**config.mk**
```make
export PLATFORM = sky130hd
export DESIGN_NAME = ebl_lane_sizer
export DESIGN_NICKNAME = d
export VERILOG_FILES = /design/src/ebl_pkg.sv /design/src/ebl_fifo.sv /design/src/ebl_lane_sizer.sv
export SDC_FILE = /design/constraint.sdc
export NUM_CORES = 1
export LEC_CHECK = 0
export BUFFER_PORTS_ARGS = -buffer_cell sky130_fd_sc_hd__clkbuf_2
export CORE_AREA = 2 2 340 241
export DETAILED_ROUTE_END_ITERATION = 8
export DIE_AREA = 0 0 342 243
export PLACE_DENSITY = 0.78
export SYNTH_ARGS = -nofsm -noshare
export SYNTH_HDL_FRONTEND = slang
export SYNTH_SLANG_ARGS = --single-unit
```
**constraint.sdc**
```tcl
create_clock -name mclk -period 5 [get_ports mclk]
set_clock_uncertainty 0.1 [all_clocks]
set_input_delay 0.25 -clock mclk [delete_from_list [all_inputs] [get_ports mclk]]
set_output_delay 0.25 -clock mclk [all_outputs]
set_load 0.02 [all_outputs]
```
**src/ebl_pkg.sv**
```systemverilog
package ebl_pkg;

  // ==========================================================
  // Access sizes
  typedef enum logic [1:0] {
    SZ_BYTE  = 2'h0,
    SZ_HALF  = 2'h1,
    SZ_WORD  = 2'h2,
    SZ_BURST = 2'h3
  } ebl_size_t;

  // ==========================================================
  // Core request carrier
  typedef struct packed {
    logic        write;
    ebl_size_t   size;
    logic [31:0] addr;
    logic [31:0] wdata;
  } ebl_req_t;

  // ==========================================================
  // Sequencer states
  typedef enum logic [5:0] {
    ST_IDLE   = 6'h01,
    ST_ADDR   = 6'h02,
    ST_SINGLE = 6'h04,
    ST_WORD1  = 6'h08,
    ST_WORD2  = 6'h10,
    ST_BURST  = 6'h20
  } ebl_state_t;

  // ==========================================================
  // Constants
  localparam logic [3:0] LANES_OFF          = 4'hF;
  localparam logic [3:0] LANES_ALL          = 4'h0;
  localparam logic [3:0] LANES_HALF_LO      = 4'hC;
  localparam logic [3:0] LANES_HALF_HI      = 4'h3;
  localparam logic [3:0] LANE_ONE           = 4'h1;
  localparam logic [2:0] WIDE_BURST_LAST    = 3'h3;
  localparam logic [2:0] NARROW_BURST_LAST  = 3'h7;
  localparam logic [1:0] CFG_SETTLE         = 2'h2;
  localparam int         FIFO_WIDTH         = 32;
  localparam int         FIFO_DEPTH         = 32;
  localparam int         FIFO_LVL_W         = 6;
  localparam logic [5:0] FIFO_ROOM_LIMIT    = 6'h1B;
  localparam logic [31:0] WORD_ZERO         = 32'h0000_0000;
  localparam logic [15:0] HALF_ZERO         = 16'h0000;

endpackage

```
**src/ebl_fifo.sv**
```systemverilog
`timescale 1ns/1ps
module ebl_fifo #(
  parameter int WIDTH = 32,
  parameter int DEPTH = 32,
  parameter int LVL_W = 6
) (
  input  wire logic             mclk,
  input  wire logic             rstn,
  input  wire logic             in_valid,
  output logic                  in_ready,
  input  wire logic [WIDTH-1:0] in_data,
  output logic                  out_valid,
  input  wire logic             out_ready,
  output logic [WIDTH-1:0]      out_data,
  output logic [LVL_W-1:0]      level
);
  localparam int AW = $clog2(DEPTH);

  logic [WIDTH-1:0] mem [DEPTH];
  logic [AW-1:0]    wptr_reg;
  logic [AW-1:0]    rptr_reg;
  logic [LVL_W-1:0] count_reg;
  logic             out_valid_reg;
  logic [WIDTH-1:0] out_data_reg;

  // ==========================================================
  // Handshakes; output stage is a register so the top sees flops everywhere but in_ready
  wire do_push = in_valid && in_ready;
  wire do_load = (count_reg != '0) && (!out_valid_reg || out_ready);

  assign in_ready  = count_reg < LVL_W'(DEPTH);
  assign out_valid = out_valid_reg;
  assign out_data  = out_data_reg;
  assign level     = count_reg;

  always_ff @(posedge mclk) begin
    if (do_push) begin
      mem[wptr_reg] <= in_data;
    end
  end

  always_ff @(posedge mclk or negedge rstn) begin
    if (!rstn) begin
      wptr_reg      <= '0;
      rptr_reg      <= '0;
      count_reg     <= '0;
      out_valid_reg <= 1'b0;
      out_data_reg  <= '0;
    end else begin
      if (do_push) wptr_reg <= wptr_reg + AW'(1);
      if (do_load) rptr_reg <= rptr_reg + AW'(1);
      count_reg <= count_reg + LVL_W'(do_push) - LVL_W'(do_load);
      if (do_load) begin
        out_valid_reg <= 1'b1;
        out_data_reg  <= mem[rptr_reg];
      end else if (out_ready) begin
        out_valid_reg <= 1'b0;
      end
    end
  end
endmodule // ebl_fifo

```
**src/ebl_lane_sizer.sv**
```systemverilog
`timescale 1ns/1ps
module ebl_lane_sizer (
  input  wire logic             mclk,
  input  wire logic             rstn,
  input  wire logic             req_valid,
  input  wire ebl_pkg::ebl_req_t req,
  output logic                  req_ready,
  output logic                  rd_valid,
  input  wire logic             rd_ready,
  output logic [31:0]           rd_data,
  output logic                  narrow_mode,
  input  wire logic             narrow_bus_select,
  output logic [31:2]           bus_addr,
  output logic                  bus_start_n,
  output logic                  bus_read,
  input  wire logic             bus_ready_n,
  input  wire logic [31:0]      data_in,
  output logic [31:0]           data_out,
  output logic                  data_lo_oe_n,
  output logic                  data_hi_oe_n,
  output logic                  lane0_enable_n,
  output logic                  lane1_enable_n,
  output logic                  lane2_enable_n_or_upper_lane_flag,
  output logic                  lane3_enable_n_or_halfword_address_line
);

  // ==========================================================
  // Pin synchronisers; stage one feeds stage two only
  logic [31:0] din_s1_reg;
  logic [31:0] din_s2_reg;
  logic        rdy_s1_reg;
  logic        rdy_s2_reg;
  logic        sel_s1_reg;
  logic        sel_s2_reg;

  always_ff @(posedge mclk or negedge rstn) begin
    if (!rstn) begin
      din_s1_reg <= ebl_pkg::WORD_ZERO;
      din_s2_reg <= ebl_pkg::WORD_ZERO;
      rdy_s1_reg <= 1'b1;
      rdy_s2_reg <= 1'b1;
      sel_s1_reg <= 1'b0;
      sel_s2_reg <= 1'b0;
    end else begin
      din_s1_reg <= data_in;
      din_s2_reg <= din_s1_reg;
      rdy_s1_reg <= bus_ready_n;
      rdy_s2_reg <= rdy_s1_reg;
      sel_s1_reg <= narrow_bus_select;
      sel_s2_reg <= sel_s1_reg;
    end
  end

  // ==========================================================
  // Width capture once the synchroniser has settled after reset
  // Later pin changes are never looked at, so a stray toggle is harmless
  logic [1:0] cfg_cnt_reg;
  logic       cfg_done_reg;
  logic       narrow_reg;

  always_ff @(posedge mclk or negedge rstn) begin
    if (!rstn) begin
      cfg_cnt_reg  <= 2'h0;
      cfg_done_reg <= 1'b0;
      narrow_reg   <= 1'b0;
    end else if (!cfg_done_reg) begin
      cfg_cnt_reg <= cfg_cnt_reg + 2'h1;
      if (cfg_cnt_reg == ebl_pkg::CFG_SETTLE) begin
        cfg_done_reg <= 1'b1;
        narrow_reg   <= sel_s2_reg;
      end
    end
  end

  // ==========================================================
  // Read data buffer
  logic        push;
  logic [31:0] push_data;
  logic        fifo_in_ready;
  logic [5:0]  fifo_level;

  ebl_fifo #(
    .WIDTH (ebl_pkg::FIFO_WIDTH),
    .DEPTH (ebl_pkg::FIFO_DEPTH),
    .LVL_W (ebl_pkg::FIFO_LVL_W)
  ) u_rd_fifo (
    .mclk      (mclk),
    .rstn      (rstn),
    .in_valid  (push),
    .in_ready  (fifo_in_ready),
    .in_data   (push_data),
    .out_valid (rd_valid),
    .out_ready (rd_ready),
    .out_data  (rd_data),
    .level     (fifo_level)
  );

  // ==========================================================
  // Sequencer
  ebl_pkg::ebl_state_t state_reg;
  ebl_pkg::ebl_state_t state_next;
  ebl_pkg::ebl_req_t   req_reg;
  logic                phase_reg;
  logic                phase_next;
  logic [2:0]          beat_reg;
  logic [2:0]          beat_next;
  logic [15:0]         low_reg;
  logic [15:0]         low_next;
  logic                req_ready_reg;
  logic                push_raw;

  wire take      = req_valid && req_ready_reg;
  wire rdy       = !rdy_s2_reg;
  wire is_burst  = req.size == ebl_pkg::SZ_BURST;
  wire [2:0] burst_last = narrow_reg ? ebl_pkg::NARROW_BURST_LAST
                                     : ebl_pkg::WIDE_BURST_LAST;

  // Bursts are line fills: read only, aligned to offset 0
  ebl_pkg::ebl_req_t req_take;
  always_comb begin
    req_take = req;
    if (is_burst) begin
      req_take.write     = 1'b0;
      req_take.addr[1:0] = 2'h0;
    end
  end

  wire ebl_pkg::ebl_req_t req_next = take ? req_take : req_reg;

  always_comb begin
    state_next = state_reg;
    phase_next = phase_reg;
    beat_next  = beat_reg;
    low_next   = low_reg;
    push_raw   = 1'b0;
    push_data  = din_s2_reg;
    unique case (state_reg)
      ebl_pkg::ST_IDLE: begin
        if (take) begin
          state_next = ebl_pkg::ST_ADDR;
          phase_next = 1'b0;
          beat_next  = 3'h0;
        end
      end
      ebl_pkg::ST_ADDR: begin
        if (req_reg.size == ebl_pkg::SZ_BURST) begin
          state_next = ebl_pkg::ST_BURST;
        end else if (narrow_reg && req_reg.size == ebl_pkg::SZ_WORD) begin
          state_next = ebl_pkg::ST_WORD1;
        end else begin
          state_next = ebl_pkg::ST_SINGLE;
        end
      end
      ebl_pkg::ST_SINGLE: begin
        if (rdy) begin
          push_raw   = !req_reg.write;
          push_data  = narrow_reg ? {din_s2_reg[15:0], din_s2_reg[15:0]}
                                  : din_s2_reg;
          state_next = ebl_pkg::ST_IDLE;
        end
      end
      ebl_pkg::ST_WORD1: begin
        if (rdy) begin
          low_next   = din_s2_reg[15:0];
          phase_next = 1'b1;
          state_next = ebl_pkg::ST_WORD2;
        end
      end
      ebl_pkg::ST_WORD2: begin
        if (rdy) begin
          push_raw   = !req_reg.write;
          push_data  = {din_s2_reg[15:0], low_reg};
          state_next = ebl_pkg::ST_IDLE;
        end
      end
      ebl_pkg::ST_BURST: begin
        if (rdy) begin
          beat_next = beat_reg + 3'h1;
          if (narrow_reg) begin
            phase_next = !phase_reg;
            low_next   = phase_reg ? low_reg : din_s2_reg[15:0];
            push_raw   = phase_reg;
            push_data  = {din_s2_reg[15:0], low_reg};
          end else begin
            push_raw = 1'b1;
          end
          if (beat_reg == burst_last) begin
            state_next = ebl_pkg::ST_IDLE;
          end
        end
      end
    endcase
  end

  assign push = push_raw && fifo_in_ready;

  // Room is checked before a request is taken: a bus cycle cannot stall mid-beat
  wire room       = fifo_level <= ebl_pkg::FIFO_ROOM_LIMIT;
  wire active_nx  = state_next != ebl_pkg::ST_IDLE;
  wire ready_nx   = cfg_done_reg && !active_nx && room;

  // ==========================================================
  // Lane and dual-pin decode
  wire [1:0] a_nx = req_next.addr[1:0];
  logic [3:0] wide_lanes;
  logic [3:0] narrow_pins;

  always_comb begin
    unique case (req_next.size)
      ebl_pkg::SZ_BYTE: wide_lanes = ~(ebl_pkg::LANE_ONE << a_nx);
      ebl_pkg::SZ_HALF: wide_lanes = a_nx[1] ? ebl_pkg::LANES_HALF_HI
                                             : ebl_pkg::LANES_HALF_LO;
      ebl_pkg::SZ_WORD,
      ebl_pkg::SZ_BURST: wide_lanes = ebl_pkg::LANES_ALL;
    endcase
  end

  // Order: halfword address line, upper-lane flag, lane 1, lane 0
  always_comb begin
    unique case (req_next.size)
      ebl_pkg::SZ_BYTE: narrow_pins = {a_nx[1], 1'b1, !a_nx[0], a_nx[0]};
      ebl_pkg::SZ_HALF: narrow_pins = {a_nx[1], 1'b1, 2'b00};
      ebl_pkg::SZ_WORD,
      ebl_pkg::SZ_BURST: narrow_pins = {phase_next, 3'b000};
    endcase
  end

  wire [3:0] pins_nx = !active_nx  ? ebl_pkg::LANES_OFF :
                       narrow_reg ? narrow_pins : wide_lanes;

  // ==========================================================
  // Write data steering
  wire        hi_sel   = (req_next.size == ebl_pkg::SZ_WORD) ? phase_next : a_nx[1];
  wire [15:0] half_out = hi_sel ? req_next.wdata[31:16] : req_next.wdata[15:0];
  wire [31:0] dout_nx  = narrow_reg ? {ebl_pkg::HALF_ZERO, half_out} : req_next.wdata;
  wire        drive_nx = active_nx && req_next.write;

  // ==========================================================
  // Registers
  logic [3:0]  pins_reg;
  logic [31:2] addr_reg;
  logic        start_n_reg;
  logic        read_reg;
  logic [31:0] dout_reg;
  logic        lo_oe_n_reg;
  logic        hi_oe_n_reg;

  always_ff @(posedge mclk or negedge rstn) begin
    if (!rstn) begin
      state_reg     <= ebl_pkg::ST_IDLE;
      req_reg       <= '0;
      phase_reg     <= 1'b0;
      beat_reg      <= 3'h0;
      low_reg       <= ebl_pkg::HALF_ZERO;
      req_ready_reg <= 1'b0;
    end else begin
      state_reg     <= state_next;
      req_reg       <= req_next;
      phase_reg     <= phase_next;
      beat_reg      <= beat_next;
      low_reg       <= low_next;
      req_ready_reg <= ready_nx;
    end
  end

  always_ff @(posedge mclk or negedge rstn) begin
    if (!rstn) begin
      pins_reg    <= ebl_pkg::LANES_OFF;
      addr_reg    <= '0;
      start_n_reg <= 1'b1;
      read_reg    <= 1'b1;
      dout_reg    <= ebl_pkg::WORD_ZERO;
      lo_oe_n_reg <= 1'b1;
      hi_oe_n_reg <= 1'b1;
    end else begin
      pins_reg    <= pins_nx;
      addr_reg    <= req_next.addr[31:2];
      start_n_reg <= state_next != ebl_pkg::ST_ADDR;
      read_reg    <= !drive_nx;
      dout_reg    <= dout_nx;
      lo_oe_n_reg <= !drive_nx;
      hi_oe_n_reg <= !(drive_nx && !narrow_reg);
    end
  end

  // ==========================================================
  // Outputs
  assign req_ready                               = req_ready_reg;
  assign narrow_mode                             = narrow_reg;
  assign bus_addr                                = addr_reg;
  assign bus_start_n                             = start_n_reg;
  assign bus_read                                = read_reg;
  assign data_out                                = dout_reg;
  assign data_lo_oe_n                            = lo_oe_n_reg;
  assign data_hi_oe_n                            = hi_oe_n_reg;
  assign lane0_enable_n                          = pins_reg[0];
  assign lane1_enable_n                          = pins_reg[1];
  assign lane2_enable_n_or_upper_lane_flag       = pins_reg[2];
  assign lane3_enable_n_or_halfword_address_line = pins_reg[3];

endmodule // ebl_lane_sizer

```
==> impl_table.tex, run 1 <==
\begin{tabular}{lr}
\hline
Metric & Value \\
\hline
\multicolumn{2}{l}{\textbf{Die}} \\
\quad Width of the die & approximately 340 µm \\
\quad Row cnt & 87 \\
\quad Die Height & 243 µm \\
\quad Initial cell density of the core & 60.4\% \\
\quad Overall die area & 83100 µm² \\
\quad Core area & 79900 µm² \\
\quad Top-level I/O count & 210 \\
\multicolumn{2}{l}{\textbf{Detailed routing}} \\
\quad Total via count in the routed design & 25447 \\
\quad Antenna-violating nets left & 0 \\
\quad First-pass iteration count of the detailed router & 5 \\
\quad Final wirelength & 115000 µm \\
\quad Remaining routing DRC violations & 0 \\
\quad Vias per cell & approximately 6.4 \\
\quad Routed wirelength normalized by instance count & 28.9 µm \\
\quad Drt first-iter violations & 3071 \\
\multicolumn{2}{l}{\textbf{Yosys}} \\
\quad Count of warnings emitted by yosys & 0 \\
\quad Post-Syn Area & 48200 µm² \\
\quad Dominant register cell in the synthesized netlist & sky130\_fd\_sc\_hd\_\_edfxtp\_1 \\
\quad Portion of the post-synthesis area used by sequential elements & 77.0\% \\
\quad Number of flip-flops and latches in the synthesized netlist & roughly 1300 \\
\quad Number of distinct library cells after synthesis & 64 \\
\quad Area share of the leading cell type in the synthesized netlist & 63.8\% \\
\quad Largest cells by area after synthesis & sky130\_fd\_sc\_hd\_\_edfxtp\_1 64\%, sky130\_fd\_sc\_hd\_\_dfrtp\_1 13\%, sky130\_fd\_sc\_hd\_\_mux4\_2 12\%, sky130\_fd\_sc\_hd\_\_o22ai\_1 1.7\%, sky130\_fd\_sc\_hd\_\_nand2\_1 1.6\% \\
\quad Number of enable-type register cells in the synthesized netlist & 1024 \\
\quad Post-Syn Instances & 2440 \\
\quad Per-instance average area after synthesis & 19.8 µm² \\
\quad Synthesized net count & 2565 \\
\quad Async set-reset flop share out of synthesis & 19.9\% \\
\quad Cell accounting for the most synthesized area & sky130\_fd\_sc\_hd\_\_edfxtp\_1 \\
\multicolumn{2}{l}{\textbf{Critical path}} \\
\quad Number of buffers and inverters on the critical path & 1 \\
\quad Endpoint type of the worst setup path & flip-flop \\
\quad Critical path data arrival time & 4.55 ns \\
\quad Sequence of cells on the critical path & nor4b\_1 > nand3b\_1 > a211oi\_4 > nand2\_1 > nor2\_4 > buf\_4 \\
\quad Sort of element at the start of the critical path & flip-flop \\
\quad Setup Crit Path Kind & reg2reg \\
\quad Critical path required time & about 5.3 ns \\
\quad CP max-delay cell & sky130\_fd\_sc\_hd\_\_nor4b\_1 \\
\quad Worst setup slack for register-to-register paths & 0.72 ns \\
\quad Delay of the slowest cell on the worst path & roughly 0.75 ns \\
\quad Largest fanout of any net on the critical path & 17 \\
\quad Crit path max-delay family & simple AND/OR/NAND/NOR gates \\
\multicolumn{2}{l}{\textbf{Place}} \\
\quad Number of port buffers & 209 \\
\quad HPWL after detailed placement & 67500 µm \\
\quad Final weighted congestion of routability-driven global placement & 0.842 \\
\multicolumn{2}{l}{\textbf{Power}} \\
\quad Cell Pwr Density & around 560 nW/µm² \\
\quad Worst IR Drop VDD & 0.379 mV \\
\quad Int Pwr & roughly 21 mW \\
\quad Register share of total power & 43.2\% \\
\quad Power spent charging and discharging nets & 9.67 mW \\
\quad Switching portion of total power & a little under a third \\
\quad Clock network fraction of total power & 28.8\% \\
\quad Power share of the combinational group & 28.0\% \\
\quad Leakage power & just under 20 nW \\
\multicolumn{2}{l}{\textbf{STA}} \\
\quad Setup tns final & 0 ns \\
\quad Period utilization & 85.6\% \\
\quad Slew of the pin with the lowest slew margin & 1.33 ns \\
\quad Count of pins over their slew limit & 0 \\
\quad Minimum period implied by the final worst setup slack & 4.28 ns \\
\quad Setup repair after global routing missed its margin & false \\
\quad Peak clock frequency supported by timing & 234 MHz \\
\quad Number of endpoints with negative hold slack in the final report & 0 \\
\quad Normalized max-slew margin & 11.2\% \\
\quad Number of endpoints failing setup at the final stage & 0 \\
\multicolumn{2}{l}{\textbf{Clock tree}} \\
\quad Root buffer selected by CTS & sky130\_fd\_sc\_hd\_\_clkbuf\_16 \\
\quad Sinks on Clock Net & approximately 1300 \\
\quad Count of H-tree levels built during CTS & 3 \\
\quad Register clock-pin slew on the reported worst setup and hold paths & 0.06 ns \\
\quad Insertion delay of the later-clocked pin in the worst-skew pair & $\sim$0.70 ns \\
\quad CTS tree & yes \\
\quad Longest Clk Path Bufs & 3 \\
\quad Number of buffers added by the clock tree synthesis step & between 100 and 150 \\
\multicolumn{2}{l}{\textbf{Cells and area}} \\
\quad Number of nets at the end of the flow & 2932 \\
\quad Largest register FFs & 1024 \\
\quad Post-layout util & 70.1\% \\
\quad Proportion of layout cells with a drive suffix above 1 & 30.8\% \\
\quad Area Overhead vs Synth & 16.2\% \\
\multicolumn{2}{l}{\textbf{Global route}} \\
\quad Maximum number of pins on one net before global-route repair & 92 \\
\quad Total global routing overflow & 0 \\
\quad GRT Overall Usage & 28.3\% \\
\quad Vias in the first global route & approximately 26000 \\
\quad Global-route wire length before repair & 172000 µm \\
\quad Number of antenna violations at the first check in global routing & 1 \\
\multicolumn{2}{l}{\textbf{Min path}} \\
\quad Tightest Hold Check Type & in2async \\
\multicolumn{2}{l}{\textbf{Run status}} \\
\quad Result of the run & finished, final reports clean \\
\multicolumn{2}{l}{\textbf{Flow run}} \\
\quad Maximum capacitance violations & 0 \\
\hline
\end{tabular}
-- stage by stage --
stage               cell area (µm²)  setup slack [ns]  instances  hold slack (ns)  total power [mW]
global route                  56000             0.508       3975           0.0922              32.2
floorplan                     48200              1.03       2440           -0.146              19.3
CTS                           56000             0.757       3974           0.0455              31.2
detailed placement            51100             0.810       3653            0.199              22.2
finish                        56000             0.718       3975           0.0338              31.1
global placement              51100              1.02       3653            0.188              21.9
-- power groups by stage --
stage | logic (mW) | registers (mW) | clock network, mW
CTS | 8.76 | 13.4 | 9.04
global placement | 8.29 | 13.6 | 0
floorplan | 5.68 | 13.6 | 0
global route | 9.25 | 13.5 | 9.44
detailed placement | 8.57 | 13.6 | 0
finish | 8.71 | 13.4 | 8.96
-- final cells by class --
cell class / instances / area (µm²)
timing repair buffer: 413 / 3030
inverter: 53 / 199
clock inverter: 72 / 776
antenna: 1 / 2.50
multi-input combinational: 949 / 10500
clock buffer: 141 / 3050
fill: 4585 / 23900
sequential: 1278 / 37100
tap: 1068 / 1340
-- timing repair --
action,in CTS,in global routing
endpoints found under the hold margin,230,0
setup buffers,0,0
gates resized for setup,0,0
hold buffers,108,0
-- cells by family (layout without fill, tap and decap cells) --
family,Yosys count,in the layout,synth area share [%]
adders and majority gates,20,20,0.534
buffers and inverters,213,679,2.00
muxes,357,357,14.2
DFF,1278,1278,77.0
xor gates and xnor gates,18,18,0.327
AOI/OAI and AO/OA,195,195,2.58
and+or+nand+nor,359,359,3.37
other,0,1,0
-- routing by layer --
layer / up-vias / wire length (µm) / GRT usage [%]
met5: - / 0 / 0
met4: 0 / 3240 / 8.22
met3: 189 / 9500 / 4.75
met2: 1399 / 58200 / 46.4
met1: 13433 / 44100 / 39.8
li1: 10426 / - / -
-- cells in the mapped netlist (all sizes together) (2+ instances only) --
cell type  instances
or4b               2
a21oi              9
nor3               4
nand4              5
nor4b              3
ha                19
clkbuf            87
and3               2
edfxtp          1024
xor2               6
a31oi              4
inv               53
xnor2             12
nor2b              4
nand3b             8
mux2i             34
o211ai             3
buf               73
dfstp             10
mux2              67
nand2            204
nor4              34
dfrtp            244
a211o              2
and2               2
o311ai             2
nor2              63
o22ai            130
or3                8
nand3              7
o21ai             28
a21boi             2
nor3b              3
a21o               3
or4                4
a221o              2
mux4             256
or3b               2
-- path summary, 6_finish.rpt --
kind	start	to	cells after the start
max	state_reg[4]	u_rd_fifo.mem[2][14]	6
min	rstn	bus_addr[6]	2
max reg2reg	state_reg[4]	u_rd_fifo.mem[2][14]	6
min reg2reg	din_s1_reg[25]	din_s2_reg[25]	0
max in group asynchronous	rstn	u_rd_fifo.rptr_reg[1]	3
min in group mclk	bus_ready_n	rdy_s1_reg	2
-- placed cells by master (no fill, tap or decap), types with 8 or more instances in the layout --
cell type                       instances
sky130_fd_sc_hd__xnor2_1               12
sky130_fd_sc_hd__ha_1                  19
sky130_fd_sc_hd__dfstp_2               10
sky130_fd_sc_hd__clkbuf_2             208
sky130_fd_sc_hd__bufinv_16             14
sky130_fd_sc_hd__buf_12                14
sky130_fd_sc_hd__mux2i_2               11
sky130_fd_sc_hd__nor2_1                30
sky130_fd_sc_hd__clkbuf_16            112
sky130_fd_sc_hd__mux2_2                67
sky130_fd_sc_hd__clkinv_2              27
sky130_fd_sc_hd__nand3b_1               8
sky130_fd_sc_hd__o22ai_1              130
sky130_fd_sc_hd__edfxtp_1            1024
sky130_fd_sc_hd__o21ai_0               13
sky130_fd_sc_hd__dlygate4sd3_1        108
sky130_fd_sc_hd__o21ai_1                8
sky130_fd_sc_hd__buf_4                 82
sky130_fd_sc_hd__nand2_1              200
sky130_fd_sc_hd__mux2i_1               22
sky130_fd_sc_hd__inv_1                 53
sky130_fd_sc_hd__dfrtp_1              242
sky130_fd_sc_hd__clkinv_1              13
sky130_fd_sc_hd__clkbuf_1              15
sky130_fd_sc_hd__nor2_4                32
sky130_fd_sc_hd__clkbuf_8              14
sky130_fd_sc_hd__nor4_1                34
sky130_fd_sc_hd__mux4_2               256
sky130_fd_sc_hd__inv_6                  8
(Power assumes the default switching activity.)
==> run 2, diff against run 1 <==
CORE_AREA = 2 2 345 245   (was 2 2 340 241)
DIE_AREA = 0 0 347 247   (was 0 0 342 243)
PLACE_DENSITY = 0.76   (was 0.78)
==> run 2 against run 1 <==
  * Routed wire length is 6.5% higher
  * Sequential share of layout area is essentially flat
  * Hold slack better by 0.055 ns
==> impl_table.tex, run 2 (synthesis gave the netlist of run 1 again) <==
\begin{tabular}{lr}
\hline
Metric & Value \\
\hline
\multicolumn{2}{l}{\textbf{Clock tree}} \\
\quad Longest Clk Path Bufs & 3 (unchanged) \\
\quad Number of buffers added by the clock tree synthesis step & 113 (was 112) \\
\quad Post-CTS setup repair buffer count & 0 (unchanged) \\
\quad Post-cts resize count & 0 (unchanged) \\
\quad Insertion delay of the later-clocked pin in the worst-skew pair & 0.71 ns (was 0.70 ns) \\
\quad Register clock-pin slew on the reported worst setup and hold paths & 0.07 ns (was 0.06 ns) \\
\quad Sinks on Clock Net & 1278 (unchanged) \\
\quad Count of H-tree levels built during CTS & 3 (unchanged) \\
\quad CTS tree & yes (unchanged) \\
\quad Root buffer selected by CTS & sky130\_fd\_sc\_hd\_\_clkbuf\_16 (unchanged) \\
\quad CTS Hold Bufs & 108 (unchanged) \\
\multicolumn{2}{l}{\textbf{Detailed routing}} \\
\quad Antenna-violating nets left & 0 (unchanged) \\
\quad Routed length on met3 & 15900 µm (was 9500 µm) \\
\quad Uppermost metal layer occupied by signal nets & met5 (was met4) \\
\quad Final wirelength & 123000 µm (was 115000 µm) \\
\quad Remaining routing DRC violations & 0 (unchanged) \\
\quad DR WL met2 & 55900 µm (was 58200 µm) \\
\quad Routed length on met1 & 46800 µm (was 44100 µm) \\
\quad Vias per cell & 6.45 (was 6.40) \\
\quad Drt first-iter violations & 3723 (was 3071) \\
\quad Total via count in the routed design & 25810 (was 25447) \\
\quad Routed wirelength normalized by instance count & 30.6 µm (was 28.9 µm) \\
\quad First-pass iteration count of the detailed router & 7 (was 5) \\
\multicolumn{2}{l}{\textbf{Run status}} \\
\quad Result of the run & finished, final reports clean (unchanged) \\
\multicolumn{2}{l}{\textbf{Power}} \\
\quad Power spent charging and discharging nets & 10.4 mW (was 9.67 mW) \\
\quad Int Pwr & 21.4 mW (was 21.5 mW) \\
\quad Cell Pwr Density & 567 nW/µm² (was 556 nW/µm²) \\
\quad Power share of the combinational group & 30.1\% (was 28.0\%) \\
\quad Clock network fraction of total power & 27.9\% (was 28.8\%) \\
\quad Worst IR Drop VDD & 0.390 mV (was 0.379 mV) \\
\quad Switching portion of total power & 32.7\% (was 31.1\%) \\
\quad Register share of total power & 42.0\% (was 43.2\%) \\
\quad Leakage power & 19.6 nW (about the same) \\
\multicolumn{2}{l}{\textbf{Cells and area}} \\
\quad Most frequent standard cell in the layout excluding fill and tap cells & sky130\_fd\_sc\_hd\_\_edfxtp\_1 (unchanged) \\
\quad Layout fillers & 4973 (was 4585) \\
\quad Largest register FFs & 1024 (unchanged) \\
\quad Post-layout util & 67.6\% (was 70.1\%) \\
\quad Number of nets at the end of the flow & 2934 (was 2932) \\
\quad Area Overhead vs Synth & 16.2\% (about the same) \\
\quad Proportion of layout cells with a drive suffix above 1 & 30.8\% (about the same) \\
\quad Commonest non-fill, non-tap cells in the layout & 1024 x sky130\_fd\_sc\_hd\_\_edfxtp\_1, 256 x sky130\_fd\_sc\_hd\_\_mux4\_2, 242 x sky130\_fd\_sc\_hd\_\_dfrtp\_1, 208 x sky130\_fd\_sc\_hd\_\_clkbuf\_2, 200 x sky130\_fd\_sc\_hd\_\_nand2\_1 (unchanged) \\
\multicolumn{2}{l}{\textbf{Critical path}} \\
\quad Setup Crit Path Kind & reg2reg (unchanged) \\
\quad Endpoint type of the worst setup path & flip-flop (unchanged) \\
\quad Critical path required time & 5.30 ns (was 5.27 ns) \\
\quad Largest fanout of any net on the critical path & 23 (was 17) \\
\quad Critical path data arrival time & 4.38 ns (was 4.55 ns) \\
\quad Sort of element at the start of the critical path & flip-flop (unchanged) \\
\multicolumn{2}{l}{\textbf{Die}} \\
\quad Die Height & 247 µm (was 243 µm) \\
\quad Row cnt & 89 (was 87) \\
\quad Top-level I/O count & 210 (unchanged) \\
\quad Width of the die & 347 µm (was 342 µm) \\
\quad Initial cell density of the core & 58.1\% (was 60.4\%) \\
\quad Overall die area & 85700 µm² (was 83100 µm²) \\
\quad Core area & 83000 µm² (was 79900 µm²) \\
\multicolumn{2}{l}{\textbf{STA}} \\
\quad Count of pins over their slew limit & 0 (unchanged) \\
\quad Peak clock frequency supported by timing & 245 MHz (was 234 MHz) \\
\quad Normalized max-slew margin & 16.0\% (was 11.2\%) \\
\quad Period utilization & 81.7\% (was 85.6\%) \\
\quad Slew of the pin with the lowest slew margin & 1.25 ns (was 1.33 ns) \\
\quad Final Hold Slack & 0.0884 ns (was 0.0338 ns) \\
\quad Number of endpoints with negative hold slack in the final report & 0 (unchanged) \\
\quad Number of endpoints failing setup at the final stage & 0 (unchanged) \\
\quad Minimum period implied by the final worst setup slack & 4.08 ns (was 4.28 ns) \\
\quad Setup tns final & 0 ns (unchanged) \\
\quad Setup repair after global routing missed its margin & false (unchanged) \\
\multicolumn{2}{l}{\textbf{Global route}} \\
\quad Global-route wire length before repair & 177000 µm (was 172000 µm) \\
\quad Maximum number of pins on one net before global-route repair & 117 (was 92) \\
\quad Total global routing overflow & 0 (unchanged) \\
\quad Vias in the first global route & 25449 (was 26483) \\
\quad Number of antenna violations at the first check in global routing & 8 (was 1) \\
\quad GRT Overall Usage & 29.1\% (was 28.3\%) \\
\multicolumn{2}{l}{\textbf{Place}} \\
\quad Final weighted congestion of routability-driven global placement & 0.914 (was 0.842) \\
\quad Number of port buffers & 209 (unchanged) \\
\quad HPWL after detailed placement & 72900 µm (was 67500 µm) \\
\multicolumn{2}{l}{\textbf{Min path}} \\
\quad Tightest Hold Check Type & in2reg (was in2async) \\
\multicolumn{2}{l}{\textbf{Flow run}} \\
\quad Maximum capacitance violations & 0 (unchanged) \\
\hline
\end{tabular}
-- run 2: worst paths after layout --
| check | startpoint | endpoint | slack [ns] | depth (start not counted) |
|---|---|---|---|---|
| min in group asynchronous | rstn | bus_addr[9] | 0.11 | 2 |
| setup / recovery | state_reg[4] | u_rd_fifo.mem[15][25] | 0.92 | 6 |
| max in group asynchronous | rstn | u_rd_fifo.out_data[19] | 3.50 | 3 |
| hold reg to reg | din_s1_reg[4] | din_s2_reg[4] | 0.23 | 0 |
| hold / removal | data_in[9] | din_s1_reg[9] | 0.09 | 2 |
| setup reg to reg | state_reg[4] | u_rd_fifo.mem[15][25] | 0.92 | 6 |
-- run 2: per-layer routing --
layer	track usage [%]	up-vias
met5	0	-
met4	8.77	8
met3	8.03	216
met2	43.6	1778
met1	42.6	13368
li1	-	10440
-- run 2: layout make-up --
type	instances	area, µm²	share of cell area, %
Multi-Input combinational cell	949	10500	18.8
Clock inverter	67	667	1.19
Tap cell	1092	1370	2.44
Inverter	53	199	0.355
Clock buffer	147	3140	5.60
Timing Repair Buffer	414	3020	5.38
Antenna cell	1	2.50	0.00446
Sequential cell	1278	37100	66.2
-- run 2: critical path: stages (launching register included) --
cell and delay (ns):
sky130_fd_sc_hd__dfrtp_1 0.50, sky130_fd_sc_hd__nor4b_1 0.70, sky130_fd_sc_hd__nand3b_1 0.27, sky130_fd_sc_hd__a211oi_4 0.59, sky130_fd_sc_hd__nand2_2 0.51, sky130_fd_sc_hd__nor2_4 0.78
sky130_fd_sc_hd__buf_4 0.29
-- run 2: power groups by stage --
stage / Combinational (mW) / Sequential [mW] / Clock (mW)
floorplan: 5.68 / 13.6 / 0
global placement: 9.09 / 13.5 / 0
detailed placement: 9.30 / 13.6 / 0
CTS: 9.47 / 13.3 / 8.94
global route: 10.0 / 13.4 / 9.37
finish: 9.56 / 13.4 / 8.87
-- run 2: per-stage QoR --
step | std cells | power (mW) | cell area [µm²] | setup slack [ns]
final | 4001 | 31.8 | 56100 | 0.916
after global routing | 4000 | 32.8 | 56100 | 0.705
after CTS | 4000 | 31.8 | 56100 | 0.967
after detailed placement | 3678 | 22.9 | 51200 | 1.01
after global placement | 3678 | 22.6 | 51200 | 1.05
after floorplan | 2440 | 19.3 | 48200 | 1.03
